[src/hw/cam_regs.svh]
`ifndef CAM_REGS_SVH
`define CAM_REGS_SVH

// ----------------------------------------------------------------------------
// Register byte offsets.
// ----------------------------------------------------------------------------
`define CAM_OFF_GMASK_UP 12'h000
`define CAM_OFF_GMASK_LO 12'h004
`define CAM_OFF_BMASK_UP 12'h008
`define CAM_OFF_BMASK_LO 12'h00C
`define CAM_OFF_INT_EN 12'h010
`define CAM_OFF_INT_PEND 12'h014
`define CAM_OFF_INT_CLR 12'h018
`define CAM_OFF_CODE_EN 12'h01C
`define CAM_OFF_STATUS 12'h020
`define CAM_OFF_ERR_CNT 12'h024
`define CAM_OFF_CONFIG 12'h028

// ----------------------------------------------------------------------------
// Field positions, reset values and constants.
// ----------------------------------------------------------------------------
`define CAM_ERR_BIT 15
`define CAM_CFG_EIT_BIT 0
`define CAM_RST_REG16 16'h0000
`define CAM_RST_NS 3'h0
`define CAM_STD_CARE 32'hFFF80000
`define CAM_EXT_CARE 32'hFFFFFFFF
`define CAM_BASIC_BUF 4'hE
`define CAM_IST_ERR 4'h0
`define CAM_RDATA_ZERO 32'h00000000

`endif

[src/hw/cam_pkg.sv]
package cam_pkg;

  // --------------------------------------------------------------------------
  // Identifier in mask layout: the struct packs to the same 32-bit order
  // as the concatenation of the upper and lower mask words.
  // --------------------------------------------------------------------------
  typedef struct packed {
    logic [10:0] id_hi;
    logic base_rtr;
    logic ide;
    logic [17:0] id_lo;
    logic ext_rtr;
  } cam_frame_t;

  typedef struct packed {
    logic [7:0] reserved;
    logic [2:0] node_state;
    logic irq_valid;
    logic [3:0] irq_source_code;
  } cam_status_t;

  typedef struct packed {
    logic irq_valid;
    logic [3:0] irq_source_code;
  } cam_code_t;

endpackage

[src/hw/cam_top.sv]
`timescale 1ns/1ps
`include "cam_regs.svh"

// Function
// - Clear mask bit: incoming bit must equal buffer identifier bit to accept.
// - Set mask bit: don't care; accepted frame overwrites that buffer bit.
// - Extended frames use mask bits 28..0, extension and both remote masks.
// - Standard frames use only bits 28..18, base remote and extension masks.
// - Bits 28:18 map to ID 10:0 standard; remote masks map RTR/SRR/RTR.
// - A separate basic mask qualifies matching for buffer 14 only.
// - Extended frames on buffer 14 use every basic mask bit.
// - Standard frames on buffer 14 use basic bits 28..18, remote, extension.
// - Each mask is two 16-bit words in the documented bit layout.
// - Enable bit 15 gates the error interrupt onto the interrupt output.
// - Enable bits 14:0 gate buffer n as an interrupt source.
// - Pending bit n sets after successful transfer through buffer n.
// - Error pending sets on a bus error (type 0) or a state change on increment (type 1); software clears it.
// - Writing 1 to clear bit n resets buffer pending n; 0 leaves it.
// - Writing 1 to clear bit 15 resets error pending; 0 leaves it.
// - Code enable decides per source whether pending enters the code.
// - Code: zero if none, valid with 0 for error, n+1 for buffer n.
// - Node status reads 000, 010, 011, 10x, 11x for the five states.
// - Status is read-only: 15:8 zero, node state, valid, source field.
// - Error type 0 flags every bus error, else state change on increment.
// - Eight-bit receive and transmit error counters drive the error flag only with error type 1.
module cam_top
  import cam_pkg::*;
#(
  parameter int NUM_BUF = 15,
  parameter int ADDR_W = 12
)
(
  input wire logic pclk,
  input wire logic presetn,
  input wire logic [ADDR_W-1:0] paddr,
  input wire logic psel,
  input wire logic penable,
  input wire logic pwrite,
  input wire logic [31:0] pwdata,
  output logic [31:0] prdata,
  output logic pready,
  output logic pslverr,
  input wire logic rx_check,
  input wire cam_frame_t rx_frame,
  input wire logic [3:0] rx_buf_idx,
  input wire cam_frame_t buf_frame,
  output logic acc_done,
  output logic acc_hit,
  output logic [3:0] acc_buf,
  output cam_frame_t acc_frame,
  input wire logic [NUM_BUF-1:0] buf_done,
  input wire logic bus_error,
  input wire logic [7:0] rx_error_count,
  input wire logic [7:0] tx_error_count,
  input wire logic [2:0] node_state,
  output logic can_irq
);

  // --------------------------------------------------------------------------
  // Functions.
  // --------------------------------------------------------------------------
  function automatic logic [31:0] care_fn(input logic ext);
    care_fn = ext ? `CAM_EXT_CARE : `CAM_STD_CARE;
  endfunction

  function automatic cam_code_t code_fn(input logic [15:0] req);
    cam_code_t c;
    c = '0;
    if (req[`CAM_ERR_BIT])
    begin
      c.irq_valid = 1'b1;
      c.irq_source_code = `CAM_IST_ERR;
    end
    else
    begin
      for (int i = 14; i >= 0; i--)
      begin
        if (req[i])
        begin
          c.irq_valid = 1'b1;
          c.irq_source_code = 4'(i + 1);
        end
      end
    end
    code_fn = c;
  endfunction

  function automatic logic addr_ok_fn(input logic [ADDR_W-1:0] a);
    addr_ok_fn = (a == `CAM_OFF_GMASK_UP) || (a == `CAM_OFF_GMASK_LO) ||
                 (a == `CAM_OFF_BMASK_UP) || (a == `CAM_OFF_BMASK_LO) ||
                 (a == `CAM_OFF_INT_EN) || (a == `CAM_OFF_INT_PEND) ||
                 (a == `CAM_OFF_INT_CLR) || (a == `CAM_OFF_CODE_EN) ||
                 (a == `CAM_OFF_STATUS) || (a == `CAM_OFF_ERR_CNT) ||
                 (a == `CAM_OFF_CONFIG);
  endfunction

  // --------------------------------------------------------------------------
  // Register storage.
  // --------------------------------------------------------------------------
  logic [15:0] global_mask_upper_r;
  logic [15:0] global_mask_lower_r;
  logic [15:0] buffer14_mask_upper_r;
  logic [15:0] buffer14_mask_lower_r;
  logic [15:0] interrupt_enable_r;
  logic [15:0] interrupt_pending_r;
  logic [15:0] interrupt_pending_nxt;
  logic [15:0] interrupt_code_enable_r;
  logic error_irq_type_r;
  cam_code_t code_r;
  logic [2:0] node_state_r;
  logic [31:0] prdata_r;
  logic pready_r;
  logic pslverr_r;

  // --------------------------------------------------------------------------
  // APB slave.
  // --------------------------------------------------------------------------
  // The answer is one wait state long, so read data and the error flag come
  // straight from flip-flops instead of a combinational decode path.
  logic acc_phase;
  logic wr_en;
  logic [31:0] rdata_nxt;
  assign acc_phase = psel & penable & ~pready_r;
  assign wr_en = psel & penable & pready_r & pwrite;

  always_comb
  begin
    rdata_nxt = `CAM_RDATA_ZERO;
    unique case (paddr)
      `CAM_OFF_GMASK_UP: rdata_nxt[15:0] = global_mask_upper_r;
      `CAM_OFF_GMASK_LO: rdata_nxt[15:0] = global_mask_lower_r;
      `CAM_OFF_BMASK_UP: rdata_nxt[15:0] = buffer14_mask_upper_r;
      `CAM_OFF_BMASK_LO: rdata_nxt[15:0] = buffer14_mask_lower_r;
      `CAM_OFF_INT_EN: rdata_nxt[15:0] = interrupt_enable_r;
      `CAM_OFF_INT_PEND: rdata_nxt[15:0] = interrupt_pending_r;
      `CAM_OFF_CODE_EN: rdata_nxt[15:0] = interrupt_code_enable_r;
      `CAM_OFF_STATUS: rdata_nxt[15:0] = cam_status_t'({8'h00, node_state_r, code_r});
      `CAM_OFF_ERR_CNT: rdata_nxt[15:0] = {rx_error_count, tx_error_count};
      `CAM_OFF_CONFIG: rdata_nxt[`CAM_CFG_EIT_BIT] = error_irq_type_r;
      default: rdata_nxt = `CAM_RDATA_ZERO;
    endcase
  end

  always_ff @(posedge pclk or negedge presetn)
  begin
    if (!presetn)
    begin
      pready_r <= 1'b0;
      pslverr_r <= 1'b0;
      prdata_r <= `CAM_RDATA_ZERO;
    end
    else
    begin
      pready_r <= acc_phase;
      pslverr_r <= acc_phase & ~addr_ok_fn(paddr);
      if (acc_phase && !pwrite)
      begin
        prdata_r <= rdata_nxt;
      end
    end
  end

  assign prdata = prdata_r;
  assign pready = pready_r;
  assign pslverr = pslverr_r;

  // --------------------------------------------------------------------------
  // Configuration registers.
  // --------------------------------------------------------------------------
  // One strobe per register keeps every register in a block of its own.
  logic wr_gmask_up;
  logic wr_gmask_lo;
  logic wr_bmask_up;
  logic wr_bmask_lo;
  logic wr_int_en;
  logic wr_code_en;
  logic wr_config;

  assign wr_gmask_up = wr_en && (paddr == `CAM_OFF_GMASK_UP);
  assign wr_gmask_lo = wr_en && (paddr == `CAM_OFF_GMASK_LO);
  assign wr_bmask_up = wr_en && (paddr == `CAM_OFF_BMASK_UP);
  assign wr_bmask_lo = wr_en && (paddr == `CAM_OFF_BMASK_LO);
  assign wr_int_en = wr_en && (paddr == `CAM_OFF_INT_EN);
  assign wr_code_en = wr_en && (paddr == `CAM_OFF_CODE_EN);
  assign wr_config = wr_en && (paddr == `CAM_OFF_CONFIG);

  always_ff @(posedge pclk or negedge presetn)
  begin
    if (!presetn)
    begin
      global_mask_upper_r <= `CAM_RST_REG16;
    end
    else if (wr_gmask_up)
    begin
      global_mask_upper_r <= pwdata[15:0];
    end
  end

  always_ff @(posedge pclk or negedge presetn)
  begin
    if (!presetn)
    begin
      global_mask_lower_r <= `CAM_RST_REG16;
    end
    else if (wr_gmask_lo)
    begin
      global_mask_lower_r <= pwdata[15:0];
    end
  end

  always_ff @(posedge pclk or negedge presetn)
  begin
    if (!presetn)
    begin
      buffer14_mask_upper_r <= `CAM_RST_REG16;
    end
    else if (wr_bmask_up)
    begin
      buffer14_mask_upper_r <= pwdata[15:0];
    end
  end

  always_ff @(posedge pclk or negedge presetn)
  begin
    if (!presetn)
    begin
      buffer14_mask_lower_r <= `CAM_RST_REG16;
    end
    else if (wr_bmask_lo)
    begin
      buffer14_mask_lower_r <= pwdata[15:0];
    end
  end

  always_ff @(posedge pclk or negedge presetn)
  begin
    if (!presetn)
    begin
      interrupt_enable_r <= `CAM_RST_REG16;
    end
    else if (wr_int_en)
    begin
      interrupt_enable_r <= pwdata[15:0];
    end
  end

  always_ff @(posedge pclk or negedge presetn)
  begin
    if (!presetn)
    begin
      interrupt_code_enable_r <= `CAM_RST_REG16;
    end
    else if (wr_code_en)
    begin
      interrupt_code_enable_r <= pwdata[15:0];
    end
  end

  always_ff @(posedge pclk or negedge presetn)
  begin
    if (!presetn)
    begin
      error_irq_type_r <= 1'b0;
    end
    else if (wr_config)
    begin
      error_irq_type_r <= pwdata[`CAM_CFG_EIT_BIT];
    end
  end

  // --------------------------------------------------------------------------
  // Acceptance filter.
  // --------------------------------------------------------------------------
  // The receive path presents one candidate buffer per check; scanning all
  // buffers stays outside so the mask logic is a single comparator.
  logic [31:0] use_mask;
  logic [31:0] eff_mask;
  logic [31:0] rx_vec;
  logic [31:0] buf_vec;
  logic match;
  logic [31:0] merged;

  always_comb
  begin
    rx_vec = rx_frame;
    buf_vec = buf_frame;
    if (rx_buf_idx == `CAM_BASIC_BUF)
    begin
      use_mask = {buffer14_mask_upper_r, buffer14_mask_lower_r};
    end
    else
    begin
      use_mask = {global_mask_upper_r, global_mask_lower_r};
    end
    // Standard frames drop the low identifier and extended remote bits.
    eff_mask = care_fn(rx_frame.ide);
    match = (((rx_vec ^ buf_vec) & ~use_mask & eff_mask) == 32'h00000000);
    merged = (buf_vec & ~(use_mask & eff_mask)) | (rx_vec & use_mask & eff_mask);
  end

  always_ff @(posedge pclk or negedge presetn)
  begin
    if (!presetn)
    begin
      acc_done <= 1'b0;
      acc_hit <= 1'b0;
      acc_buf <= 4'h0;
      acc_frame <= '0;
    end
    else
    begin
      acc_done <= rx_check;
      if (rx_check)
      begin
        acc_hit <= match;
        acc_buf <= rx_buf_idx;
        acc_frame <= cam_frame_t'(merged);
      end
    end
  end

  // --------------------------------------------------------------------------
  // Error event detection.
  // --------------------------------------------------------------------------
  logic [7:0] rec_prev_r;
  logic [7:0] tec_prev_r;
  logic cnt_inc;
  logic err_event;

  assign cnt_inc = (rx_error_count > rec_prev_r) || (tx_error_count > tec_prev_r);

  always_comb
  begin
    if (!error_irq_type_r)
    begin
      err_event = bus_error;
    end
    else
    begin
      err_event = cnt_inc && (node_state != node_state_r);
    end
  end

  always_ff @(posedge pclk or negedge presetn)
  begin
    if (!presetn)
    begin
      rec_prev_r <= 8'h00;
      tec_prev_r <= 8'h00;
      node_state_r <= `CAM_RST_NS;
    end
    else
    begin
      rec_prev_r <= rx_error_count;
      tec_prev_r <= tx_error_count;
      node_state_r <= node_state;
    end
  end

  // --------------------------------------------------------------------------
  // Pending flags and interrupt code.
  // --------------------------------------------------------------------------
  logic [15:0] clr_vec;
  logic [15:0] set_vec;

  assign clr_vec = (wr_en && paddr == `CAM_OFF_INT_CLR) ? pwdata[15:0] : 16'h0000;
  assign set_vec = {err_event, buf_done};
  // Set beats clear so that an event landing on the clear write is kept.
  assign interrupt_pending_nxt = (interrupt_pending_r & ~clr_vec) | set_vec;

  always_ff @(posedge pclk or negedge presetn)
  begin
    if (!presetn)
    begin
      interrupt_pending_r <= `CAM_RST_REG16;
      code_r <= '0;
      can_irq <= 1'b0;
    end
    else
    begin
      interrupt_pending_r <= interrupt_pending_nxt;
      code_r <= code_fn(interrupt_pending_nxt & interrupt_code_enable_r);
      can_irq <= |(interrupt_pending_nxt & interrupt_enable_r);
    end
  end

endmodule // cam_top

[config.mk]
export PLATFORM = sky130hd
export DESIGN_NAME = cam_top
export DESIGN_NICKNAME = d
export VERILOG_FILES = /design/src/hw/cam_pkg.sv /design/src/hw/cam_top.sv
export VERILOG_INCLUDE_DIRS = /design/src /design/src/hw
export SDC_FILE = /design/constraint.sdc
export NUM_CORES = 1
export LEC_CHECK = 0
export CORE_MARGIN = 2
export CORE_UTILIZATION = 40
export DETAILED_ROUTE_END_ITERATION = 8
export DONT_BUFFER_PORTS = 1
export SLEW_MARGIN = 20
export SYNTH_ARGS = -nofsm -noshare
export SYNTH_HDL_FRONTEND = slang
export SYNTH_SLANG_ARGS = --single-unit
[constraint.sdc]
create_clock -name pclk -period 3.3 [get_ports pclk]
set_input_delay 0.33 -clock pclk [delete_from_list [all_inputs] [get_ports pclk]]
set_output_delay 0.33 -clock pclk [all_outputs]
set_load 0.05 [all_outputs]
Word-level counts from Yosys, hierarchy flattened. Index checks and enable logic that the tools add are counted.

Bits in registers: 194. Bits of input ports: 153. Output and inout bits: 73.

Magnitude comparators: 2. Equal/unequal tests: 12. Mux-type cells: 22. Bitwise logic cells: 22. Reduce and logical (&&, ||, !) cells: 25.

Operators with widths (number): $and A32 B32 Y32 (6); $pmux W15 S9 (1); $mux W5 (16); $not A32 Y32 (2); $and A16 B16 Y16 (3); $eq A12 B5 Y1 const B (4); $eq A12 B6 Y1 const B (3); $logic_not A32 Y1 (1); $mux W32 (1); $or A32 B32 Y32 (1); $xor A32 B32 Y32 (1); $eq A12 B4 Y1 const B (2); $mux W19 (1); $gt A8 B8 Y1 (2); $mux W16 (1); $not A16 Y16 (1); $or A16 B16 Y16 (1); $reduce_or A16 Y1 (1); $eq A12 B3 Y1 const B (1); $logic_not A12 Y1 (1); $logic_or A1 B1 Y1 (11); $logic_and A1 B1 Y1 (10); $pmux W1 S10 (1); $and A1 B1 Y1 (5); other kinds (5) (6).

Logic depth before layout (Yosys ltp). Gate-level depths: netlist (run 1).

Depth in word-level cells: 25. Gate-level depth with buffers: 11. Depth with buffers taken out: 9.

Worst setup path after synthesis (run 1). No wires, ideal clock.

Kind: reg-to-reg. From: reg pready_r, in the netlist pready. To: reg interrupt_enable_r[10]. Arrival: 2522 ps. Required time: 3175 ps. Setup slack: 653 ps. Cell stages (with the launch flop): 5. Path buffers: 1. Clock period less this slack: 2647 ps. Cell sequence: dfrtp_1 nand4_1 nor4_2 buf_2 mux2_2.

Cells in the longest elaborated chain, start to end: 3.

Ends and longest elaborated chain: start, declared (line cam_top.sv:112) `logic pready_r;`; start signal, assigned (line cam_top.sv:154) `pready_r <= acc_phase;`; $and A1 B1 Y1 (2 in series) (line cam_top.sv:124) `assign wr_en = psel & penable & pready_r & pwrite;`; $logic_and A1 B1 Y1 (line cam_top.sv:183) `` assign wr_int_en = wr_en && (paddr == `CAM_OFF_INT_EN); ``; end signal, assigned (line cam_top.sv:239) `` interrupt_enable_r <= `CAM_RST_REG16; ``; end signal, assigned (line cam_top.sv:243) `interrupt_enable_r <= pwdata[15:0];`; end, declared (line cam_top.sv:104) `logic [15:0] interrupt_enable_r;`.

Every way passes these cells. A chain may end at the register's enable or synchronous reset.

Final worst setup path (run 1).
From: reg pready_r, in the netlist pready. To: reg code_r[4] (netlist name).

Cells in the longest elaborated chain, start to end: 24.

Ends and longest elaborated chain: $and A1 B1 Y1 (*) (2 in series) (line cam_top.sv:124); $logic_and A1 B1 Y1 (no line) (*); $mux W16 (*) (line cam_top.sv:366) `` assign clr_vec = (wr_en && paddr == `CAM_OFF_INT_CLR) ? pwdata[15:0] : 16'h0000; ``; $not A16 Y16 (*) (line cam_top.sv:369) `assign interrupt_pending_nxt = (interrupt_pending_r & ~clr_vec) | set_vec;`; $and A16 B16 Y16 (*) (line cam_top.sv:369); $or A16 B16 Y16 (*) (line cam_top.sv:369); $and A16 B16 Y16 (*) (line cam_top.sv:382) `code_r <= code_fn(interrupt_pending_nxt & interrupt_code_enable_r);`; $mux W5 (15 in series) (line cam_top.sv:78) `if (req[i])`; $mux W5 (*) (line cam_top.sv:69) `` if (req[`CAM_ERR_BIT]) ``; end signal, assigned (line cam_top.sv:382); end, declared (line cam_top.sv:109) `cam_code_t code_r;`.

Mark *: on every way between the ends. The rest lies on a longest branch, timed or not.

==> results of run 1 <==
[metrics by stage]
stage / hold slack [ps] / instances / total power, mW / worst slack (ps) / utilization
finish: -414.4 / 1270 / 5.081 / 830.4 / 0.4567
global placement: 41.22 / 1209 / 3.139 / 655.1 / 0.4219
detailed placement: 42.16 / 1209 / 3.146 / 687.4 / 0.4219
CTS: -434.9 / 1270 / 5.117 / 869.3 / 0.4567
floorplan: 34.41 / 919 / 3.099 / 653.3 / -
global route: -430.8 / 1270 / 5.252 / 597.1 / 0.4567
[critical path, cell delays in order (launching register included)]
cell,delay (ps)
dfrtp_1,350
and4_1,190
and4_1,540
buf_4,270
a31oi_1,130
nor4_1,440
nand3_1,190
nor2_1,130
nand3_1,80
[metal layers]
metal / share of wire / routed length, um / vias up
li1: - / - / 3342
met1: 0.43 / 12540 / 3693
met2: 0.50 / 14610 / 246
met3: 0.065 / 1901 / 25
met4: 0.013 / 393 / 0
met5: 0 / 0 / -
[where the power goes]
part	total (mW)	internal (mW)	switching [mW]
logic	0.316	0.142	0.174
registers	2.82	2.46	0.359
clock network	1.94	1.00	0.940
total	5.08	3.61	1.47
[final timing paths]
check	from	end	slack (ps)	cells past startpoint
worst max-delay path	pready$_DFF_PN0_	code_r[4]$_DFF_PN0_	830	8
worst min-delay path	presetn	acc_done$_DFF_PN0_	-410	0
worst max register to register	pready$_DFF_PN0_	code_r[4]$_DFF_PN0_	830	8
worst min register to register	interrupt_pending_r[10]$_DFF_PN0_	interrupt_pending_r[10]$_DFF_PN0_	520	1
max in group asynchronous	presetn	interrupt_enable_r[11]$_DFFE_PN0P_	3450	0
min in group pclk	pwdata[4]	interrupt_enable_r[4]$_DFFE_PN0P_	40	1
[registers in the layout (all words and copies together) (netlist names), 5 cells and up]
name                     flops
global_mask_lower_r         16
buffer14_mask_upper_r       16
interrupt_enable_r          16
buffer14_mask_lower_r       16
code_r                       5
interrupt_code_enable_r     16
prdata                      16
tec_prev_r                   8
acc_frame                   32
global_mask_upper_r         16
interrupt_pending_r         16
rec_prev_r                   8
[placed cells by master, fill, tap and decap left out, types with 5 or more instances in the layout]
cell,synthesis,routed
o21ai_0,21,21
a22o_1,9,9
nand4_1,10,10
clkinvlp_4,0,5
a222oi_1,10,10
buf_4,19,20
mux2_2,101,101
a211oi_1,5,5
a22oi_1,38,38
conb_1,1,16
mux2i_1,69,69
nor2b_1,6,6
nor2_1,85,85
ha_1,16,16
nand3_1,15,15
nand2_1,37,37
xor2_1,34,34
clkbuf_16,0,17
inv_1,31,31
a31oi_1,21,21
a21oi_1,67,67
nand2b_1,5,5
dfrtp_1,194,194
dlygate4sd3_1,0,29
a21o_1,13,13
a221oi_1,7,7
o21a_1,6,6
[logic make-up (layout without fill, tap and decap cells)]
group,Yosys count,count (layout),synth area share
DFF,194,194,0.4846
other,1,16,0.0003743
AOI/OAI and AO/OA,212,212,0.1399
and+or+nand+nor,191,191,0.09804
buffers and inverters,86,113,0.04496
adders and majority gates,16,16,0.01998
muxes,170,170,0.1825
xor gates and xnor gates,34,34,0.02972
[cell type report]
class                      count  area [um2]  area share
clock inverter                11       82.58    0.007392
timing repair buffer          51       480.5     0.04301
inverter                      31       116.4     0.01042
sequential                   194        4855      0.4346
tap                          324       405.4     0.03629
clock buffer                  20       456.7     0.04088
multi-input combinational    639        4775      0.4274
==> results.ini, run 1 <==
[die]
die_w_um=162.3
die_area_mm2=0.02633
ios=226
coreArea_mm2=0.02446
start_util=0.4095
die-height_um=162.3
row_count=57

[layout]
nets=1103
diodes=0
fillers=2299
layout-drive-gt1-share=0.1786
area_delta_synth_final_pct=11.50
finish.instance_area_mm2=0.01117

[yosys]
ys_ff_latch=194
synthTopCellsByArea=dfrtp_1 (48%), mux2_2 (11%), mux2i_1 (6.9%)
ys_seq_area_frac=0.4846
synth_warnings=0
synth.avg_cell_area_um2=11.08
yosysTopAreaCellShare=0.4846
syn-instance-count=904
synth_area_mm2=0.01002
yosysTopAreaCell=dfrtp_1
yosys-top-cells-count=dfrtp_1 (194), mux2_2 (101), nor2_1 (85)
async_reset_ff_frac=1.000
yosysMostFrequentCell=dfrtp_1
synth.distinct_cells=59
synth_edf_count=0
ys.flop_type=dfrtp_1

[clock_network]
cts_hold_buffers=30
cts_buffer_depth=2
htreeDepth=4
clkTransAtPathRegs_ps=70
cts_root_buf=clkbuf_16
cts_inserted_buffers=17
cts_tree=built
cts.repair.resized=0
clock_latency_ps=440
clock-sinks=194
post-cts-setup-buffer-count=0

[global_routing]
grt_first_pass_wirelength_um=43890
grt_antenna_before_repair=0
use_met2=0.3681
grtUsageMet3=0.05184
grt_busiest_layer=met2
grt_max_degree=195
use_met1=0.2986
grt_usage=0.2230
grt_overflow=0
grt_pass1_vias=7173

[timing]
tightest_slew_ps=749.3
rsz0062_at_grt=false
finalClockSkew_ps=13.23
finalHoldViolCount=194
final.setup.tns_ps=0
setup_violations=0
period_share=0.7484
period_needed_ps=2470
fmax_ghz=0.4049
relSlewSlack=0.5005
drv_slew=0
fin_hold_ws_ps=-414.4

[routing]
drc=0
drtIter0Drc=670
wl_um=29440
postRouteAntennaNets=0
vias_per_cell=5.753
routedWlPerCell_um=23.18
vias=7306
dr.pass1.iters=5

[worst_setup_path]
end_kind=register
path_class=reg2reg
crit_path_start_kind=register
crit_arrival_ps=2760
worstPathRequired_ps=3590
critPathMaxFanout=12

[pwr]
peakVddDrop_mv=0.3841
p_per_area_mw_per_mm2=454.9
leakage_nw=5.126

[placement]
finalWeightedCongestion=0.8562
hpwlAfterDp_um=20520
portBuffers=0
place_area_mm2=0.01032

[worst_hold_path]
min_path_type=in2async

[flow_run]
max_cap_violations=0

[run_status]
status=finished, violations left
violations=negative hold slack

Note: power is estimated with default switching activity, not from simulation.
==> run 2: changes to the inputs <==
==> constraint.sdc (replaced) <==
create_clock -name pclk -period 2.1 [get_ports pclk]
set_input_delay 0.21 -clock pclk [delete_from_list [all_inputs] [get_ports pclk]]
set_output_delay 0.21 -clock pclk [all_outputs]
set_load 0.05 [all_outputs]
==> results.ini, run 2 (synthesized netlist as in run 1, its figures left out) <==
[layout]
layout_common_cells=dfrtp_1 (193), dlygate4sd3_1 (106), nor2_1 (84), mux2i_1 (69), a21oi_1 (66)
nets=1239
final_common_cell=dfrtp_1
largest_register_ff_count=32
area_delta_synth_final_pct=31.20
seq_area_mm2=0.004856
fillers=2110
multi_input_area_mm2=0.005223
top_register=acc_frame
finish.instance_area_mm2=0.01314
fin_util=0.5373
layout-drive-gt1-share=0.2392

[timing]
setup_violations=4
fmax_ghz=0.4379
drv_slew=0
fin_hold_ws_ps=-528.3
finalHoldViolCount=194
worst_slack_ps=-183.7
final.setup.tns_ps=-287.2
tightest_slew_ps=666.1
finalClockSkew_ps=14.94
period_share=1.087
period_needed_ps=2284
relSlewSlack=0.5554
rsz0062_at_grt=true

[clock_network]
cts_root_buf=clkbuf_16
cts_tree=built
clock_latency_ps=440
htreeDepth=4
cts_buffer_depth=2
clkTransAtPathRegs_ps=80
cts_inserted_buffers=17
clock-sinks=194

[pwr]
pwr-share-clk=0.396
p_sw_mw=2.573
leakage_nw=5.885
peakVddDrop_mv=0.6122
p_int_mw=5.917
p_comb_frac=0.082
total_power_mw=8.490
switching_share=0.3031
p_seq_frac=0.521
p_per_area_mw_per_mm2=645.9

[worst_setup_path]
critPathMaxFanout=5
crit_path_start_kind=register
path_cells=and4_1 -> and4_4 -> bufbuf_16 -> nand2_1 -> a21o_1 -> a22oi_1 -> nand4_1 -> a211o_1
end_kind=register
cp_slowest_cell=dfrtp_2
crit_arrival_ps=2610
path_buf_inv=1
cpPeakStageDelay_ps=350
worstPathRequired_ps=2420
path_delay_family=compound AO/OA/AOI/OAI gates
path_class=reg2reg

[routing]
postRouteAntennaNets=0
dr.pass1.iters=6
vias_per_cell=5.659
wl_um=31760
routedWlPerCell_um=22.56
drtIter0Drc=652
drc=0
vias=7968

[global_routing]
grt_busiest_layer=met2
grt_overflow=0
grt_max_degree=195
use_met1=0.3160
use_met2=0.3990
grt_antenna_before_repair=1
grt_usage=0.2406
grtUsageMet3=0.04750
grt_pass1_vias=8266
grt_first_pass_wirelength_um=47950

[placement]
place_area_mm2=0.01111
portBuffers=0
finalWeightedCongestion=0.8578
hpwlAfterDp_um=21600

[run_status]
status=finished, violations left
violations=negative hold slack, negative setup slack

[die]
ios=226
die_w_um=162.3
coreArea_mm2=0.02446
start_util=0.4095
die_area_mm2=0.02633
row_count=57
die-height_um=162.3

[flow_run]
max_cap_violations=0

[worst_hold_path]
min_path_type=in2async

## run 2: changes by cell type in the layout (fill, tap and decap cells not counted), moves of 5 or more
cell and change:
buf_12 +13, a31oi_2 +6, mux2_2 -48, clkinvlp_4 -5, mux2_4 +48, a31oi_1 -10
buf_4 +41, dlygate4sd3_1 +77
## run 2: final timing paths
path,slack (ps),from,endpoint,depth (start not counted)
hold reg to reg,540,buffer14_mask_lower_r[15]$_DFFE_PN0P_,buffer14_mask_lower_r[15]$_DFFE_PN0P_,1
setup / recovery,-180,pready$_DFF_PN0_,can_irq$_DFF_PN0_,8
min in group pclk,10,rx_frame[8],acc_frame[8]$_DFFE_PN0P_,2
setup reg to reg,-180,pready$_DFF_PN0_,can_irq$_DFF_PN0_,8
max in group asynchronous,2150,presetn,interrupt_code_enable_r[7]$_DFFE_PN0P_,0
hold / removal,-530,presetn,interrupt_code_enable_r[3]$_DFFE_PN0P_,0
## run 2: per-layer routing
metal	wire length, um	vias to the layer above
met4	896	0
met5	0	-
met1	13470	4011
met2	15640	273
met3	1755	64
li1	-	3620
## run 2: through the flow
step,setup slack (ps),instances
after floorplan,-230.0,919
after global placement,-186.8,1261
after detailed placement,-221.9,1261
after CTS,-100.0,1402
after global routing,-180.2,1407
final,-183.7,1408
## run 2: cell type report
cell class	instances	area share
Antenna cell	1	0.0001904
Inverter	31	0.008853
Clock inverter	15	0.01418
Clock buffer	17	0.03237
Sequential cell	194	0.3694
Multi-Input combinational cell	639	0.3973
Tap cell	324	0.03084
Timing Repair Buffer	187	0.1468
## run 2: power groups by stage
stage	Sequential, mW	Clock (mW)	Combinational (mW)
2_1_floorplan	4.46	0	0.412
3_3_place_gp	4.50	0	0.441
3_5_place_dp	4.50	0	0.452
4_1_cts	4.43	3.41	0.674
5_1_grt	4.44	3.57	0.763
6_report	4.43	3.37	0.698
## run 2: timing repair
| item | 4_1_cts | 5_1_grt |
|---|---|---|
| buffers inserted | 1 | 4 |
| endpoints found under the setup margin | 6 | 6 |
| gates cloned | 2 | 0 |
| hold endpoints to repair | 373 | 195 |
| resized for setup | 22 | 18 |
| hold buffers | 106 | 1 |
| pin swaps | 10 | 12 |
